==> config.mk <==
export PLATFORM = sky130hd
export DESIGN_NAME = pbem_top
export DESIGN_NICKNAME = d
export VERILOG_FILES = /design/src/pbem_pkg.sv /design/src/pbem_prbs_if.sv /design/src/pbem_prbs.sv /design/src/pbem_top.sv
export VERILOG_INCLUDE_DIRS = /design/src
export SDC_FILE = /design/constraint.sdc
export NUM_CORES = 2
export LEC_CHECK = 0
export BUFFER_PORTS_ARGS = -buffer_cell sky130_fd_sc_hd__buf_4
export CAP_MARGIN = 40
export CORE_UTILIZATION = 40
export DETAILED_ROUTE_END_ITERATION = 12
export PLACE_DENSITY = 0.62
export SLEW_MARGIN = 10
export SYNTH_ARGS = -nofsm -noshare
export SYNTH_HDL_FRONTEND = slang
export SYNTH_SLANG_ARGS = --single-unit
==> constraint.sdc <==
create_clock -name mclk_i -period 27.1 [get_ports mclk_i]
set_input_delay 4.065 -clock mclk_i [delete_from_list [all_inputs] [get_ports mclk_i]]
set_output_delay 4.065 -clock mclk_i [all_outputs]
set_load 0.05 [all_outputs]
==> src/pbem_cfg.svh <==
// Offsets, field positions, reset values and counts of the lane self-test block.
`ifndef PBEM_CFG_SVH
`define PBEM_CFG_SVH
`define PBEM_WORD_W        32
`define PBEM_OFF_CTRL      12'h000
`define PBEM_OFF_STATUS    12'h004
`define PBEM_OFF_ERR_CNT   12'h008
`define PBEM_OFF_BIT_CNT   12'h00c
`define PBEM_OFF_RATE      12'h010
`define PBEM_OFF_DWELL     12'h014
`define PBEM_OFF_PHASE     12'h018
`define PBEM_OFF_BOUNDS    12'h01c
`define PBEM_OFF_LEVEL     12'h020
`define PBEM_OFF_EYE_BASE  12'h080
`define PBEM_EYE_MASK      12'hf80
`define PBEM_CTRL_RUN      0
`define PBEM_CTRL_LOOP     1
`define PBEM_CTRL_PAT_LO   2
`define PBEM_CTRL_PAT_HI   4
`define PBEM_CTRL_EYE_GO   8
`define PBEM_CTRL_CLR      9
`define PBEM_RATE_RST      16'h0000
`define PBEM_DWELL_RST     16'h0100
`define PBEM_BOUNDS_RST    16'h7f80
`define PBEM_EYE_MIN_MBPS  16'h0c35
`define PBEM_EYE_STEPS     32
`define PBEM_EYE_LAST      5'h1f
`define PBEM_SETTLE_CYC    4'h4
`define PBEM_PRBS_SEED     32'hffffffff
`define PBEM_TAP7_N        7
`define PBEM_TAP7_K        6
`define PBEM_TAP9_N        9
`define PBEM_TAP9_K        5
`define PBEM_TAP15_N       15
`define PBEM_TAP15_K       14
`define PBEM_TAP23_N       23
`define PBEM_TAP23_K       18
`define PBEM_TAP31_N       31
`define PBEM_TAP31_K       28
`endif

==> src/pbem_pkg.sv <==
// Types and helper functions of the lane self-test block.
package pbem_pkg;
  `include "pbem_cfg.svh"

  typedef enum logic [2:0] {
    PBEM_PRBS7  = 3'h0,
    PBEM_PRBS9  = 3'h1,
    PBEM_PRBS15 = 3'h2,
    PBEM_PRBS23 = 3'h3,
    PBEM_PRBS31 = 3'h4
  } pbem_pattern_t;

  typedef enum logic [1:0] {
    EYE_IDLE   = 2'h0,
    EYE_SETTLE = 2'h1,
    EYE_MEAS   = 2'h3,
    EYE_STORE  = 2'h2
  } pbem_eye_state_t;

  function automatic logic [5:0] pbem_popcount(input logic [31:0] v);
    logic [5:0] c;
    c = 6'h00;
    for (int i = 0; i < `PBEM_WORD_W; i++) begin
      c = c + {5'h00, v[i]};
    end
    return c;
  endfunction : pbem_popcount

  // Bit 0 is the oldest bit of a word. With check set, the taps read the received
  // word itself, which makes the checker self-synchronising after one word.
  function automatic logic [31:0] pbem_prbs_step(input logic [2:0]  pat,
                                                 input logic [31:0] prev,
                                                 input logic [31:0] cur,
                                                 input logic        check);
    int          n;
    int          k;
    logic [63:0] h;
    logic [31:0] w;
    w = 32'h00000000;
    unique case (pat)
      PBEM_PRBS9:  begin n = `PBEM_TAP9_N;  k = `PBEM_TAP9_K;  end
      PBEM_PRBS15: begin n = `PBEM_TAP15_N; k = `PBEM_TAP15_K; end
      PBEM_PRBS23: begin n = `PBEM_TAP23_N; k = `PBEM_TAP23_K; end
      PBEM_PRBS31: begin n = `PBEM_TAP31_N; k = `PBEM_TAP31_K; end
      default:     begin n = `PBEM_TAP7_N;  k = `PBEM_TAP7_K;  end
    endcase
    h = {cur, prev};
    for (int i = 0; i < `PBEM_WORD_W; i++) begin
      w[i] = h[32 + i - n] ^ h[32 + i - k];
      if (!check) begin
        h[32 + i] = w[i];
      end
    end
    return w;
  endfunction : pbem_prbs_step
endpackage : pbem_pkg

==> src/pbem_prbs_if.sv <==
// Signals between the lane controller and its pattern engine.
`timescale 1ns/1ps
interface pbem_prbs_if;
  logic        run;
  logic [2:0]  pattern;
  logic [31:0] rx_word;
  logic [31:0] tx_word;
  logic [5:0]  err_num;
  logic        cmp_valid;
  modport ctrl   (output run, pattern, rx_word, input tx_word, err_num, cmp_valid);
  modport engine (input run, pattern, rx_word, output tx_word, err_num, cmp_valid);
endinterface : pbem_prbs_if

==> src/pbem_prbs.sv <==
// Pattern generator and self-synchronising checker of one lane.
`timescale 1ns/1ps
`include "pbem_cfg.svh"
module pbem_prbs
  import pbem_pkg::*;
(
  // Clock and reset.
  input  wire logic    mclk_i,
  input  wire logic    rst_i,
  // Controller side.
  pbem_prbs_if.engine  prbs
);
  logic [31:0] tx_word_r;
  logic [31:0] tx_word_nxt;
  logic [31:0] rx_prev_r;
  logic [31:0] rx_prev_nxt;
  logic        prev_valid_r;
  logic        prev_valid_nxt;
  logic [5:0]  err_num_r;
  logic [5:0]  err_num_nxt;
  logic        cmp_valid_r;
  logic        cmp_valid_nxt;

  always_comb begin
    tx_word_nxt    = `PBEM_PRBS_SEED;
    rx_prev_nxt    = 32'h00000000;
    prev_valid_nxt = 1'b0;
    err_num_nxt    = 6'h00;
    cmp_valid_nxt  = 1'b0;
    if (prbs.run) begin
      tx_word_nxt    = pbem_prbs_step(prbs.pattern, tx_word_r, 32'h00000000, 1'b0);
      rx_prev_nxt    = prbs.rx_word;
      prev_valid_nxt = 1'b1;
      if (prev_valid_r) begin
        err_num_nxt   = pbem_popcount(prbs.rx_word ^ pbem_prbs_step(prbs.pattern, rx_prev_r,
                                                                    prbs.rx_word, 1'b1));
        cmp_valid_nxt = 1'b1;
      end
    end
  end

  always_ff @(posedge mclk_i) begin
    if (rst_i) begin
      tx_word_r    <= `PBEM_PRBS_SEED;
      rx_prev_r    <= 32'h00000000;
      prev_valid_r <= 1'b0;
      err_num_r    <= 6'h00;
      cmp_valid_r  <= 1'b0;
    end else begin
      tx_word_r    <= tx_word_nxt;
      rx_prev_r    <= rx_prev_nxt;
      prev_valid_r <= prev_valid_nxt;
      err_num_r    <= err_num_nxt;
      cmp_valid_r  <= cmp_valid_nxt;
    end
  end

  assign prbs.tx_word   = tx_word_r;
  assign prbs.err_num   = err_num_r;
  assign prbs.cmp_valid = cmp_valid_r;
endmodule : pbem_prbs

==> src/pbem_top.sv <==
// Lane self-test block: pattern test, error and bit counters, locks, eye scan.
//
// Added by the designer: the AHB-Lite interface to the registers and the register offsets.
`timescale 1ns/1ps
`include "pbem_cfg.svh"
module pbem_top
  import pbem_pkg::*;
(
  // Clock and reset.
  input  wire logic        mclk_i,
  input  wire logic        rst_i,
  // AHB-Lite slave.
  input  wire logic        hsel_i,
  input  wire logic [31:0] haddr_i,
  input  wire logic [1:0]  htrans_i,
  input  wire logic        hwrite_i,
  input  wire logic [2:0]  hsize_i,
  input  wire logic [31:0] hwdata_i,
  input  wire logic        hready_i,
  output logic             hreadyout_o,
  output logic             hresp_o,
  output logic [31:0]      hrdata_o,
  // Lane parallel data and path control.
  output logic [31:0]      tx_data_o,
  output logic             tx_enable_o,
  output logic             rx_enable_o,
  output logic             near_equalizer_loopback_o,
  input  wire logic [31:0] rx_data_i,
  // Lock indications from the analog side.
  input  wire logic        transmit_pll_lock_i,
  input  wire logic        receive_pll_lock_i,
  input  wire logic        lock_to_data_i,
  // Eye monitor samplers after the equalizers.
  output logic             eye_enable_o,
  output logic [4:0]       eye_phase_o,
  input  wire logic [31:0] eye_center_i,
  input  wire logic [31:0] eye_offset_i,
  input  wire logic [7:0]  eye_level_i
);

  ////////////////////////////////////////////////////////////////////////////////////////////
  logic [11:0]     addr_r;
  logic [11:0]     addr_nxt;
  logic            wr_pend_r;
  logic            wr_pend_nxt;
  logic [31:0]     rdata_r;
  logic [31:0]     rdata_nxt;
  logic            run_r;
  logic            run_nxt;
  logic            loop_r;
  logic            loop_nxt;
  logic [2:0]      pat_r;
  logic [2:0]      pat_nxt;
  logic [15:0]     rate_r;
  logic [15:0]     rate_nxt;
  logic [15:0]     dwell_r;
  logic [15:0]     dwell_nxt;
  logic [4:0]      man_phase_r;
  logic [4:0]      man_phase_nxt;
  logic [15:0]     bounds_r;
  logic [15:0]     bounds_nxt;
  logic            eye_go;
  logic            cnt_clr;
  logic [31:0]     err_cnt_r;
  logic [31:0]     err_cnt_nxt;
  logic [31:0]     bit_cnt_r;
  logic [31:0]     bit_cnt_nxt;
  logic [2:0]      lock_r;
  logic [2:0]      lock_nxt;
  logic [2:0]      lock_raw;
  logic [2:0]      sync_r [3];
  pbem_eye_state_t eye_st_r;
  pbem_eye_state_t eye_st_nxt;
  logic [4:0]      eye_idx_r;
  logic [4:0]      eye_idx_nxt;
  logic [15:0]     eye_cnt_r;
  logic [15:0]     eye_cnt_nxt;
  logic [15:0]     eye_acc_r;
  logic [15:0]     eye_acc_nxt;
  logic            eye_done_r;
  logic            eye_done_nxt;
  logic [4:0]      phase_r;
  logic [4:0]      phase_nxt;
  logic            eye_en_r;
  logic            eye_en_nxt;
  logic [15:0]     eye_err_r [`PBEM_EYE_STEPS];
  logic            eye_wr;
  logic            eye_avail;
  logic [16:0]     acc_sum;
  logic [32:0]     err_sum;
  logic [32:0]     bit_sum;
  logic [7:0]      lvl_clip;
  logic [7:0]      lvl_r;
  logic [7:0]      lvl_max_r;
  logic [7:0]      lvl_max_nxt;
  logic [7:0]      lvl_min_r;
  logic [7:0]      lvl_min_nxt;
  logic            acc_phase;
  logic [11:0]     ra;

  pbem_prbs_if prbs_if ();

  pbem_prbs u_prbs (
    .mclk_i (mclk_i),
    .rst_i  (rst_i),
    .prbs   (prbs_if.engine)
  );

  assign prbs_if.run     = run_r;
  assign prbs_if.pattern = pat_r;
  assign prbs_if.rx_word = rx_data_i;

  ////////////////////////////////////////////////////////////////////////////////////////////
  // Lock pins cross from the analog domain; a change counts once two later stages agree.
  assign lock_raw = {lock_to_data_i, receive_pll_lock_i, transmit_pll_lock_i};

  for (genvar g = 0; g < 3; g++) begin : g_lock
    always_ff @(posedge mclk_i) begin
      if (rst_i) begin
        sync_r[g] <= 3'h0;
      end else begin
        sync_r[g] <= {sync_r[g][1:0], lock_raw[g]};
      end
    end
    assign lock_nxt[g] = (sync_r[g][1] == sync_r[g][2]) ? sync_r[g][2] : lock_r[g];
  end

  ////////////////////////////////////////////////////////////////////////////////////////////
  // Zero-wait slave: read data is fetched in the address phase, so a read right behind
  // a write to the same register returns the value from before that write.
  assign acc_phase = hsel_i & htrans_i[1] & hready_i;
  assign ra        = haddr_i[11:0];
  assign eye_go    = wr_pend_r & (addr_r == `PBEM_OFF_CTRL) & hwdata_i[`PBEM_CTRL_EYE_GO];
  assign cnt_clr   = wr_pend_r & (addr_r == `PBEM_OFF_CTRL) & hwdata_i[`PBEM_CTRL_CLR];

  always_comb begin
    addr_nxt      = acc_phase ? {ra[11:2], 2'b00} : addr_r;
    wr_pend_nxt   = acc_phase & hwrite_i;
    rdata_nxt     = rdata_r;
    run_nxt       = run_r;
    loop_nxt      = loop_r;
    pat_nxt       = pat_r;
    rate_nxt      = rate_r;
    dwell_nxt     = dwell_r;
    man_phase_nxt = man_phase_r;
    bounds_nxt    = bounds_r;
    if (wr_pend_r) begin
      unique case (addr_r)
        `PBEM_OFF_CTRL: begin
          run_nxt  = hwdata_i[`PBEM_CTRL_RUN];
          loop_nxt = hwdata_i[`PBEM_CTRL_LOOP];
          pat_nxt  = hwdata_i[`PBEM_CTRL_PAT_HI:`PBEM_CTRL_PAT_LO];
        end
        `PBEM_OFF_RATE:   rate_nxt      = hwdata_i[15:0];
        `PBEM_OFF_DWELL:  dwell_nxt     = hwdata_i[15:0];
        `PBEM_OFF_PHASE:  man_phase_nxt = hwdata_i[4:0];
        `PBEM_OFF_BOUNDS: bounds_nxt    = hwdata_i[15:0];
        default: begin
        end
      endcase
    end
    if (acc_phase & ~hwrite_i) begin
      rdata_nxt = 32'h00000000;
      if ((ra & `PBEM_EYE_MASK) == `PBEM_OFF_EYE_BASE) begin
        rdata_nxt = {16'h0000, eye_err_r[ra[6:2]]};
      end else begin
        unique case ({ra[11:2], 2'b00})
          `PBEM_OFF_CTRL:    rdata_nxt = {27'h0, pat_r, loop_r, run_r};
          `PBEM_OFF_STATUS:  rdata_nxt = {25'h0, eye_avail, eye_done_r,
                                          (eye_st_r != EYE_IDLE), run_r, lock_r};
          `PBEM_OFF_ERR_CNT: rdata_nxt = err_cnt_r;
          `PBEM_OFF_BIT_CNT: rdata_nxt = bit_cnt_r;
          `PBEM_OFF_RATE:    rdata_nxt = {16'h0000, rate_r};
          `PBEM_OFF_DWELL:   rdata_nxt = {16'h0000, dwell_r};
          `PBEM_OFF_PHASE:   rdata_nxt = {27'h0, man_phase_r};
          `PBEM_OFF_BOUNDS:  rdata_nxt = {16'h0000, bounds_r};
          `PBEM_OFF_LEVEL:   rdata_nxt = {8'h00, lvl_min_r, lvl_max_r, lvl_r};
          default:           rdata_nxt = 32'h00000000;
        endcase
      end
    end
  end

  always_ff @(posedge mclk_i) begin
    if (rst_i) begin
      addr_r      <= 12'h000;
      wr_pend_r   <= 1'b0;
      rdata_r     <= 32'h00000000;
      run_r       <= 1'b0;
      loop_r      <= 1'b0;
      pat_r       <= 3'h0;
      rate_r      <= `PBEM_RATE_RST;
      dwell_r     <= `PBEM_DWELL_RST;
      man_phase_r <= 5'h00;
      bounds_r    <= `PBEM_BOUNDS_RST;
      lock_r      <= 3'h0;
    end else begin
      addr_r      <= addr_nxt;
      wr_pend_r   <= wr_pend_nxt;
      rdata_r     <= rdata_nxt;
      run_r       <= run_nxt;
      loop_r      <= loop_nxt;
      pat_r       <= pat_nxt;
      rate_r      <= rate_nxt;
      dwell_r     <= dwell_nxt;
      man_phase_r <= man_phase_nxt;
      bounds_r    <= bounds_nxt;
      lock_r      <= lock_nxt;
    end
  end

  ////////////////////////////////////////////////////////////////////////////////////////////
  // Counters saturate; a clear in the same cycle as new errors keeps the new errors.
  assign err_sum = {1'b0, err_cnt_r} + {27'h0, prbs_if.err_num};
  assign bit_sum = {1'b0, bit_cnt_r} + 33'h000000020;

  always_comb begin
    err_cnt_nxt = err_cnt_r;
    bit_cnt_nxt = bit_cnt_r;
    if (cnt_clr) begin
      err_cnt_nxt = 32'h00000000;
      bit_cnt_nxt = 32'h00000000;
    end
    if (prbs_if.cmp_valid) begin
      if (cnt_clr) begin
        err_cnt_nxt = {26'h0, prbs_if.err_num};
        bit_cnt_nxt = 32'h00000020;
      end else begin
        err_cnt_nxt = err_sum[32] ? 32'hffffffff : err_sum[31:0];
        bit_cnt_nxt = bit_sum[32] ? 32'hffffffff : bit_sum[31:0];
      end
    end
  end

  always_ff @(posedge mclk_i) begin
    if (rst_i) begin
      err_cnt_r <= 32'h00000000;
      bit_cnt_r <= 32'h00000000;
    end else begin
      err_cnt_r <= err_cnt_nxt;
      bit_cnt_r <= bit_cnt_nxt;
    end
  end

  ////////////////////////////////////////////////////////////////////////////////////////////
  // The eye scan refuses to start on a slow lane or with the loopback closed.
  assign eye_avail = (rate_r > `PBEM_EYE_MIN_MBPS);
  assign acc_sum   = {1'b0, eye_acc_r} + {11'h0, pbem_popcount(eye_center_i ^ eye_offset_i)};
  assign eye_wr    = (eye_st_r == EYE_STORE);

  always_comb begin
    eye_st_nxt   = eye_st_r;
    eye_idx_nxt  = eye_idx_r;
    eye_cnt_nxt  = eye_cnt_r;
    eye_acc_nxt  = eye_acc_r;
    eye_done_nxt = eye_done_r;
    unique case (eye_st_r)
      EYE_IDLE: begin
        if (eye_go & eye_avail & ~loop_nxt) begin
          eye_st_nxt   = EYE_SETTLE;
          eye_idx_nxt  = 5'h00;
          eye_cnt_nxt  = 16'h0000;
          eye_done_nxt = 1'b0;
        end
      end
      EYE_SETTLE: begin
        eye_cnt_nxt = eye_cnt_r + 16'h0001;
        if (eye_cnt_r[3:0] == `PBEM_SETTLE_CYC - 4'h1) begin
          eye_st_nxt  = EYE_MEAS;
          eye_cnt_nxt = 16'h0000;
          eye_acc_nxt = 16'h0000;
        end
      end
      EYE_MEAS: begin
        eye_acc_nxt = acc_sum[16] ? 16'hffff : acc_sum[15:0];
        eye_cnt_nxt = eye_cnt_r + 16'h0001;
        if ((eye_cnt_r + 16'h0001) >= dwell_r) begin
          eye_st_nxt = EYE_STORE;
        end
      end
      EYE_STORE: begin
        eye_cnt_nxt = 16'h0000;
        if (eye_idx_r == `PBEM_EYE_LAST) begin
          eye_st_nxt   = EYE_IDLE;
          eye_done_nxt = 1'b1;
        end else begin
          eye_st_nxt  = EYE_SETTLE;
          eye_idx_nxt = eye_idx_r + 5'h01;
        end
      end
    endcase
    eye_en_nxt = (eye_st_nxt != EYE_IDLE);
    phase_nxt  = (eye_st_nxt != EYE_IDLE) ? eye_idx_nxt : man_phase_r;
  end

  always_ff @(posedge mclk_i) begin
    if (rst_i) begin
      eye_st_r   <= EYE_IDLE;
      eye_idx_r  <= 5'h00;
      eye_cnt_r  <= 16'h0000;
      eye_acc_r  <= 16'h0000;
      eye_done_r <= 1'b0;
      eye_en_r   <= 1'b0;
      phase_r    <= 5'h00;
    end else begin
      eye_st_r   <= eye_st_nxt;
      eye_idx_r  <= eye_idx_nxt;
      eye_cnt_r  <= eye_cnt_nxt;
      eye_acc_r  <= eye_acc_nxt;
      eye_done_r <= eye_done_nxt;
      eye_en_r   <= eye_en_nxt;
      phase_r    <= phase_nxt;
    end
  end

  always_ff @(posedge mclk_i) begin
    if (rst_i) begin
      for (int i = 0; i < `PBEM_EYE_STEPS; i++) begin
        eye_err_r[i] <= 16'h0000;
      end
    end else if (eye_wr) begin
      eye_err_r[eye_idx_r] <= eye_acc_r;
    end
  end

  ////////////////////////////////////////////////////////////////////////////////////////////
  // Amplitude is clipped to the capture window before it is tracked.
  always_comb begin
    lvl_clip = eye_level_i;
    if ($signed(eye_level_i) > $signed(bounds_r[15:8])) begin
      lvl_clip = bounds_r[15:8];
    end else if ($signed(eye_level_i) < $signed(bounds_r[7:0])) begin
      lvl_clip = bounds_r[7:0];
    end
    lvl_max_nxt = lvl_max_r;
    lvl_min_nxt = lvl_min_r;
    if (eye_go & (eye_st_r == EYE_IDLE)) begin
      lvl_max_nxt = bounds_r[7:0];
      lvl_min_nxt = bounds_r[15:8];
    end else if (eye_st_r == EYE_MEAS) begin
      lvl_max_nxt = ($signed(lvl_clip) > $signed(lvl_max_r)) ? lvl_clip : lvl_max_r;
      lvl_min_nxt = ($signed(lvl_clip) < $signed(lvl_min_r)) ? lvl_clip : lvl_min_r;
    end
  end

  always_ff @(posedge mclk_i) begin
    if (rst_i) begin
      lvl_r     <= 8'h00;
      lvl_max_r <= 8'h80;
      lvl_min_r <= 8'h7f;
    end else begin
      lvl_r     <= lvl_clip;
      lvl_max_r <= lvl_max_nxt;
      lvl_min_r <= lvl_min_nxt;
    end
  end

  ////////////////////////////////////////////////////////////////////////////////////////////
  assign hreadyout_o               = 1'b1;
  assign hresp_o                   = 1'b0;
  assign hrdata_o                  = rdata_r;
  assign tx_data_o                 = prbs_if.tx_word;
  assign tx_enable_o               = run_r;
  assign rx_enable_o               = run_r;
  assign near_equalizer_loopback_o = loop_r;
  assign eye_enable_o              = eye_en_r;
  assign eye_phase_o               = phase_r;
endmodule : pbem_top

# Word level (Yosys, flattened, before mapping)

Memory sizes are Yosys's and may differ from the RTL's.
Cells that the tools add are included.

Register bits after elaboration: 310
Memory bits (writable): 521
Input port bits: 181
Output and inout bits: 75
Memories kept: 2

Memories:

| name      | words | width | rd ports | clocked after memory_dff | write ports | RTL line       | RTL |
|---|---|---|---|---|---|---|---|
| eye_err_r | 32    | 16    | 1        | 0                        | 32          | pbem_top.sv:86 | `` logic [15:0] eye_err_r [`PBEM_EYE_STEPS]; `` |
| sync_r    | 3     | 3     | 3        | 0                        | 3           | pbem_top.sv:71 | `logic [2:0] sync_r [3];` |

Add/subtract/negate cells: 195
Magnitude comparators: 134
Eq/ne operators: 28
Muxes and demuxes: 474
Bitwise gates (word level): 83
Reductions and logical operators: 23

Operators by type and width:

| cell                                                  | count |
|---|---|
| < comparator 32 x 8 -> 1 bit (second input constant)  | 128 |
| subtractor 7 x 32 -> 32 bit (first input constant)    | 128 |
| binary-select mux 1 bit (select 6 bit)                | 128 |
| two-way mux 32 bit                                    | 14 |
| adder 6 x 1 -> 6 bit                                  | 56 |
| two-way mux 1 bit                                     | 301 |
| case mux 32 bit (9 select lines)                      | 1 |
| equality test 10 x 3 -> 1 bit (second input constant) | 8 |
| two-way mux 16 bit                                    | 5 |
| two-way mux 8 bit                                     | 8 |
| case mux 16 bit (4 select lines)                      | 1 |
| XOR 1 bit                                             | 64 |
| XOR 32 bit                                            | 2 |
| case mux 5 bit (4 select lines)                       | 2 |
| adder 32 x 6 -> 33 bit                                | 1 |
| adder 32 x 6 -> 33 bit (second input constant)        | 1 |
| case mux 16 bit (2 select lines)                      | 1 |
| equality test 10 x 2 -> 1 bit (second input constant) | 2 |
| two-way mux 5 bit                                     | 4 |
| adder 16 x 6 -> 17 bit                                | 1 |
| adder 16 x 1 -> 16 bit (second input constant)        | 1 |
| greater-or-equal comparator 16 bit                    | 1 |
| > comparator 16 x 12 -> 1 bit (second input constant) | 1 |
| > comparator 8 bit                                    | 2 |
| other kinds (37)                                      | 76 |

# Longest topological paths before layout

Depth in word-level cells: 163
Mapped depth: 50

# Hierarchy

Synthesis repeated with hierarchy kept, for this count alone.

Cell total of the unflattened synthesis: 5792
Area total of the unflattened synthesis: 55827.3 µm²

Modules (own cells, without submodules):

| module    | times used | cells each | area an instance (µm²) | sequential area each (µm²) |
|---|---|---|---|---|
| pbem_top  | 1          | 3153       | 37385.9                | 20239.4 |
| pbem_prbs | 1          | 2639       | 18441.4                | 1441.4 |

# Least setup slack after synthesis

OpenSTA, ideal clock, no wires.

Kind: register to register
Start: reg pat_r[1]
End: reg u_prbs.err_num_r[4], in the netlist u_prbs.prbs.err_num[4]
Library setup time: 116 ps
Arrival: 11487 ps
Required time: 26984 ps
Path slack: 15497 ps
Cell stages (with the launch flop): 43
Buffers on the path: 17
Clock period less this slack: 11603 ps
Cell sequence: dfxtp_1 or3b_1 buf_6 inv_6 buf_12 clkbuf_1 clkbuf_1 clkbuf_1 clkbuf_1 clkbuf_1 buf_1 buf_1 clkbuf_1 clkbuf_1 buf_1 ha_1 clkbuf_1 clkbuf_1 [7 not listed] nor2_1 mux2i_1 xnor2_1 ha_1 inv_1 fa_1 fa_1 fa_1 fa_1 fa_1 fa_1 inv_1 fa_1 fa_1 a21o_1 a21oi_1 xor2_1 nor2_1

Longest elaborated chain between the ends: 41
Elaborated cells on any way between the ends: 330
Classes of those cells: 95 x add/sub; 4 x eq/ne; 198 x mux; 33 x bitwise

Ends and longest elaborated chain:

| what                                                 | RTL line        | RTL |
|---|---|---|
| start: declaration                                   | pbem_top.sv:52  | `logic [2:0] pat_r;` |
| start signal: assignment                             | pbem_top.sv:203 | `pat_r <= pat_nxt;` |
| equality test 3 bit (tied with other cells)          | pbem_pkg.sv:40  | `unique case (pat)` |
| case mux 5 bit (4 select lines)                      | pbem_pkg.sv:40  |  |
| two-way mux 32 bit                                   | pbem_prbs.sv:34 | `if (prev_valid_r) begin` |
| two-way mux 32 bit                                   | pbem_prbs.sv:30 | `if (prbs.run) begin` |
| subtractor 7 x 32 -> 32 bit                          | pbem_pkg.sv:49  | `w[i] = h[32 + i - n] ^ h[32 + i - k];` |
| binary-select mux 1 bit (select 6 bit)               | pbem_pkg.sv:49  |  |
| two-way mux 1 bit (implied by the code) (2 in a row) | pbem_pkg.sv:49  |  |
| XOR 1 bit                                            | pbem_pkg.sv:49  |  |
| XOR 32 bit (*)                                       | pbem_prbs.sv:35 | `err_num_nxt = pbem_popcount(prbs.rx_word ^ pbem_prbs_step(prbs.pattern, rx_prev_r,` |
| adder 1 x 1 -> 2 bit                                 | pbem_pkg.sv:24  | `c = c + {5'h00, v[i]};` |
| adder 6 x 1 -> 6 bit (29 in a row)                   | pbem_pkg.sv:24  |  |
| adder 6 x 1 -> 6 bit (*)                             | pbem_pkg.sv:24  |  |
| end signal: assignment                               | pbem_prbs.sv:53 | `err_num_r <= err_num_nxt;` |
| end: declaration                                     | pbem_prbs.sv:19 | `logic [5:0] err_num_r;` |

Every way passes the cells marked *; elsewhere a longest branch is shown, timed or not. The select of a mux whose other input is x is not followed.
A chain may end at the register's enable or synchronous reset.

# Worst setup path after layout

Start: reg pat_r[1]
End: reg u_prbs.tx_word_r[30], in the netlist u_prbs.prbs.tx_word[30]

Longest elaborated chain between the ends: 158
Elaborated cells on any way between the ends: 317
Classes of those cells: 62 x add/sub; 4 x eq/ne; 220 x mux; 31 x bitwise

Ends and longest elaborated chain:

| what                                                 | RTL line        | RTL |
|---|---|---|
| equality test 3 bit (tied with other cells)          | pbem_pkg.sv:40  |  |
| case mux 5 bit (4 select lines)                      | pbem_pkg.sv:40  |  |
| two-way mux 32 bit                                   | pbem_prbs.sv:30 |  |
| subtractor 7 x 32 -> 32 bit                          | pbem_pkg.sv:49  |  |
| binary-select mux 1 bit (select 6 bit)               | pbem_pkg.sv:49  |  |
| two-way mux 1 bit (implied by the code) (2 in a row) | pbem_pkg.sv:49  |  |
| XOR 1 bit                                            | pbem_pkg.sv:49  |  |
| two-way mux 1 bit                                    | pbem_prbs.sv:30 |  |
| [139 not listed]                                     | -               |  |
| two-way mux 1 bit                                    | pbem_prbs.sv:30 |  |
| binary-select mux 1 bit (select 6 bit)               | pbem_pkg.sv:49  |  |
| two-way mux 1 bit (implied by the code) (2 in a row) | pbem_pkg.sv:49  |  |
| XOR 1 bit                                            | pbem_pkg.sv:49  |  |
| two-way mux 1 bit                                    | pbem_prbs.sv:30 |  |
| binary-select mux 1 bit (select 6 bit)               | pbem_pkg.sv:49  |  |
| two-way mux 1 bit (implied by the code) (2 in a row) | pbem_pkg.sv:49  |  |
| XOR 1 bit (*)                                        | pbem_pkg.sv:49  |  |
| end signal: assignment                               | pbem_prbs.sv:44 | `` tx_word_r <= `PBEM_PRBS_SEED; `` |
| end signal: assignment                               | pbem_prbs.sv:50 | `tx_word_r <= tx_word_nxt;` |
| end: declaration                                     | pbem_prbs.sv:13 | `logic [31:0] tx_word_r;` |

Marks and branches as above.

==> results.md <==
* Port-buffer cells at 211
* Most frequent cell after synthesis: nand2_1
* Cts repair resizes at 0
* Initial core utilization at 40.54%
* Primary FF master, synth: edfxtp_1
* CTS tree: done
* Final Non-Filler Cells at 7458
* CP endpoint kind: register
* Final net count at 5950
* Wire per inst at 28.40 microns
* WHS at 0.4398 ns
* Post-synth top area share at 28.67%
* Vias in the first global route at 43.52k
* Tightest Pin Transition at 1.050 ns
* Largest stage delay on the critical path at 0.93 ns
* Vias post-DR at 46.58k
* Skew final at 0.06731 ns
* Mapped Cells at 5578
* CORE AREA at 132300 sq um
* CTS clk-pin slew, worst paths at 0.06 ns
* Post-synth cell types at 122
* Cells after DPL at 7282
* Switching Fraction at 34.12%
* Minimum clock period at 13.81 ns
* Fmax achieved at 72.39 MHz
* Worst Path Max Fanout at 54
* Buf+Inv Stages, Crit Path at 6
* CTS hold repair buffers at 0
* Psw at 1.386 mW
* Largest area contributor in the netlist: edfxtp_1
* Worst EP required at 27.75 ns
* Layout cells sized above 1 at 15.79%
* Area grow syn2layout at 12.47%
* Min-Delay Path Class: reg -> reg
* Top Ports at 256
* Sequential fraction of design power at 34.1%
* Static Leak at 22.18 nW
* Internal at 2.677 mW
* Clk pwr share at 31.8%
* Met1 Use GR at 41.22%
* Relative slew slack at 29.39%
* Post-synth ARST share at 0%
* Die area at 135500 sq um
* Synth warn at 0
* DRT Pass-1 Iters at 7
* Total negative slack at 0 ns
* Syn Nets at 5905
* Postcts setup bufs at 0
* Setup CP Type: reg -> reg
* Syn_area_per_cell at 9.615 sq um
* Area contributors post-synth: edfxtp_1 29%, dfxtp_1 12%, mux4_2 9.0%
* Largest net degree at the start of global routing at 73
* Most used cell, CP: buf_4
* Post-DRT Antenna Nets at 0
* Layer with the highest usage: met2
* Die H at 368.2 microns
* WL final at 211.8 mm
* Die W at 368.2 microns
* Comb pwr share at 34.1%
* Initial antenna violation count at 11
* TritonCTS buffer count at 93
* Fin. Hold Viols at 0
* VDD IR-drop max at 0.1449 mV
* Synth cell count leaders: 575 x nand2_1, 549 x and2_1, 512 x edfxtp_1
* RSZ-0062 raised after global routing: no
* Worst skew pair latency at 0.75 ns
* Clock tree buffer depth at 3
* GR Util met3 at 6.310%
* Post-synth EDFFs at 512
* Critical-path top delay cell: o31ai_1
* GRT overflow at 0
* Status: finished clean
* Share of the yosys chip area belonging to registers at 40.43%
* Starting DRT DRC Count at 6147
* FF+latch count, synth at 827
* Critical path arrival at 14.46 ns
* Family with the most delay on the worst path: compound AO/OA/AOI/OAI gates
* Synth Cell Area at 53630 sq um
* First-pass GRT wire length at 304.2 mm
* Final setup viols at 0
* H-tree Lvls at 3
* Routability cong. at 1.036
* Clk root buf: clkbuf_16
* GR met2 Demand/Resource at 45.69%
* CTS Sinks at 827
* Final HPWL DP at 149.5 mm
* Pins Over Slew Limit at 0
* Startpoint types: register
* Vias per cell at 6.245
* Pwr/cell area at 67.37 nW/um^2
* Tcrit/Tclk final at 50.98%
* Site Rows at 133
* Max-cap violations at 0
* DRC errors left at 0
* GRT Util Overall at 30.39%
## logic make-up after synthesis
group | Yosys count | synth area share (%)
xor gates and xnor gates | 168 | 2.786
buffers and inverters | 602 | 4.524
muxes | 403 | 12.59
AOI/OAI and AO/OA | 1306 | 15.82
and+or+nand+nor | 2123 | 19.70
DFF | 827 | 40.43
other | 2 | 0.01400
adders and majority gates | 147 | 4.141
## state kept, by name (all words and copies together) (netlist names), 3 cells and up
signal,cells
addr_r,10
bit_cnt_r,28
bounds_r,16
dwell_r,16
err_cnt_r,32
eye_acc_r,16
eye_cnt_r,16
eye_err_r,512
eye_idx_r,5
eye_phase_o,5
hrdata_o,32
lock_r,3
lvl_max_r,8
lvl_min_r,8
lvl_r,8
man_phase_r,5
pat_r,3
rate_r,16
sync_r,9
u_prbs.prbs.err_num,6
u_prbs.prbs.tx_word,32
u_prbs.rx_prev_r,32
## per-stage QoR
stage / area (sq um) / worst slack (ns) / power (mW) / util (%)
2_1_floorplan: 53630 / 15.50 / 2.348 / -
3_3_place_gp: 56790 / 14.02 / 2.769 / 42.93
3_5_place_dp: 57200 / 14.06 / 2.795 / 43.24
4_1_cts: 60310 / 14.07 / 4.081 / 45.58
5_1_grt: 60310 / 13.30 / 4.255 / 45.59
6_report: 60320 / 13.29 / 4.063 / 45.59
## power groups by stage
| stage | clock network [mW] | logic, mW | registers [mW] |
|---|---|---|---|
| finish | 1.29 | 1.39 | 1.39 |
| global route | 1.35 | 1.51 | 1.39 |
| CTS | 1.31 | 1.39 | 1.39 |
| detailed placement | 0 | 1.38 | 1.41 |
| global placement | 0 | 1.36 | 1.41 |
| floorplan | 0 | 0.935 | 1.41 |
## worst register-to-register path, delay by kind of cell (launching register included)
| kind | cells | cell delay [ns] |
|---|---|---|
| DFF | 1 | 0.79 |
| adders and majority gates | 1 | 0.22 |
| xor gates and xnor gates | 2 | 1.23 |
| and+or+nand+nor | 10 | 3.32 |
| AOI/OAI and AO/OA | 17 | 5.19 |
| buffers and inverters | 6 | 2.03 |
| muxes | 3 | 1.00 |
## routing by layer
layer,wire (microns),part of all wire (%)
met1,84580,40
met3,21840,10
met5,100,0.047
met4,12640,6.0
met2,92670,44
## cell type report
class / count / area, sq um
antenna: 2 / 5.005
clock buffer: 138 / 2683
clock inverter: 35 / 419.2
fill: 12517 / 71980
inverter: 135 / 511.7
multi-input combinational: 4149 / 29610
sequential: 827 / 21690
tap: 1755 / 2196
timing repair buffer: 417 / 3197
## placed cells by master (no fill, tap or decap), drive strengths merged, types with 16 or more instances in the layout
master / count
a211oi: 68
a21o: 21
a21oi: 383
a221oi: 25
a22oi: 70
a31oi: 94
and2: 550
and3: 53
buf: 417
clkbuf: 138
clkinv: 31
dfxtp: 315
edfxtp: 512
fa: 51
ha: 95
inv: 134
mux2: 20
mux2i: 168
mux4: 215
nand2: 575
nand2b: 39
nand3: 97
nand3b: 16
nand4: 21
nor2: 482
nor2b: 52
nor3: 121
o211ai: 64
o21a: 21
o21ai: 280
o221ai: 20
o22ai: 37
o311ai: 21
o31ai: 17
or2: 28
or3: 23
xnor2: 98
xor2: 70
## worst paths after layout
path,startpoint,to,slack [ns],cells past startpoint
setup / recovery,pat_r[1],u_prbs.prbs.tx_word[30],13.29,39
hold / removal,sync_r[0][0],sync_r[0][1],0.44,1
setup reg to reg,pat_r[1],u_prbs.prbs.tx_word[30],13.29,39
hold reg to reg,sync_r[0][0],sync_r[0][1],0.44,1
(Power assumes the default switching activity.)
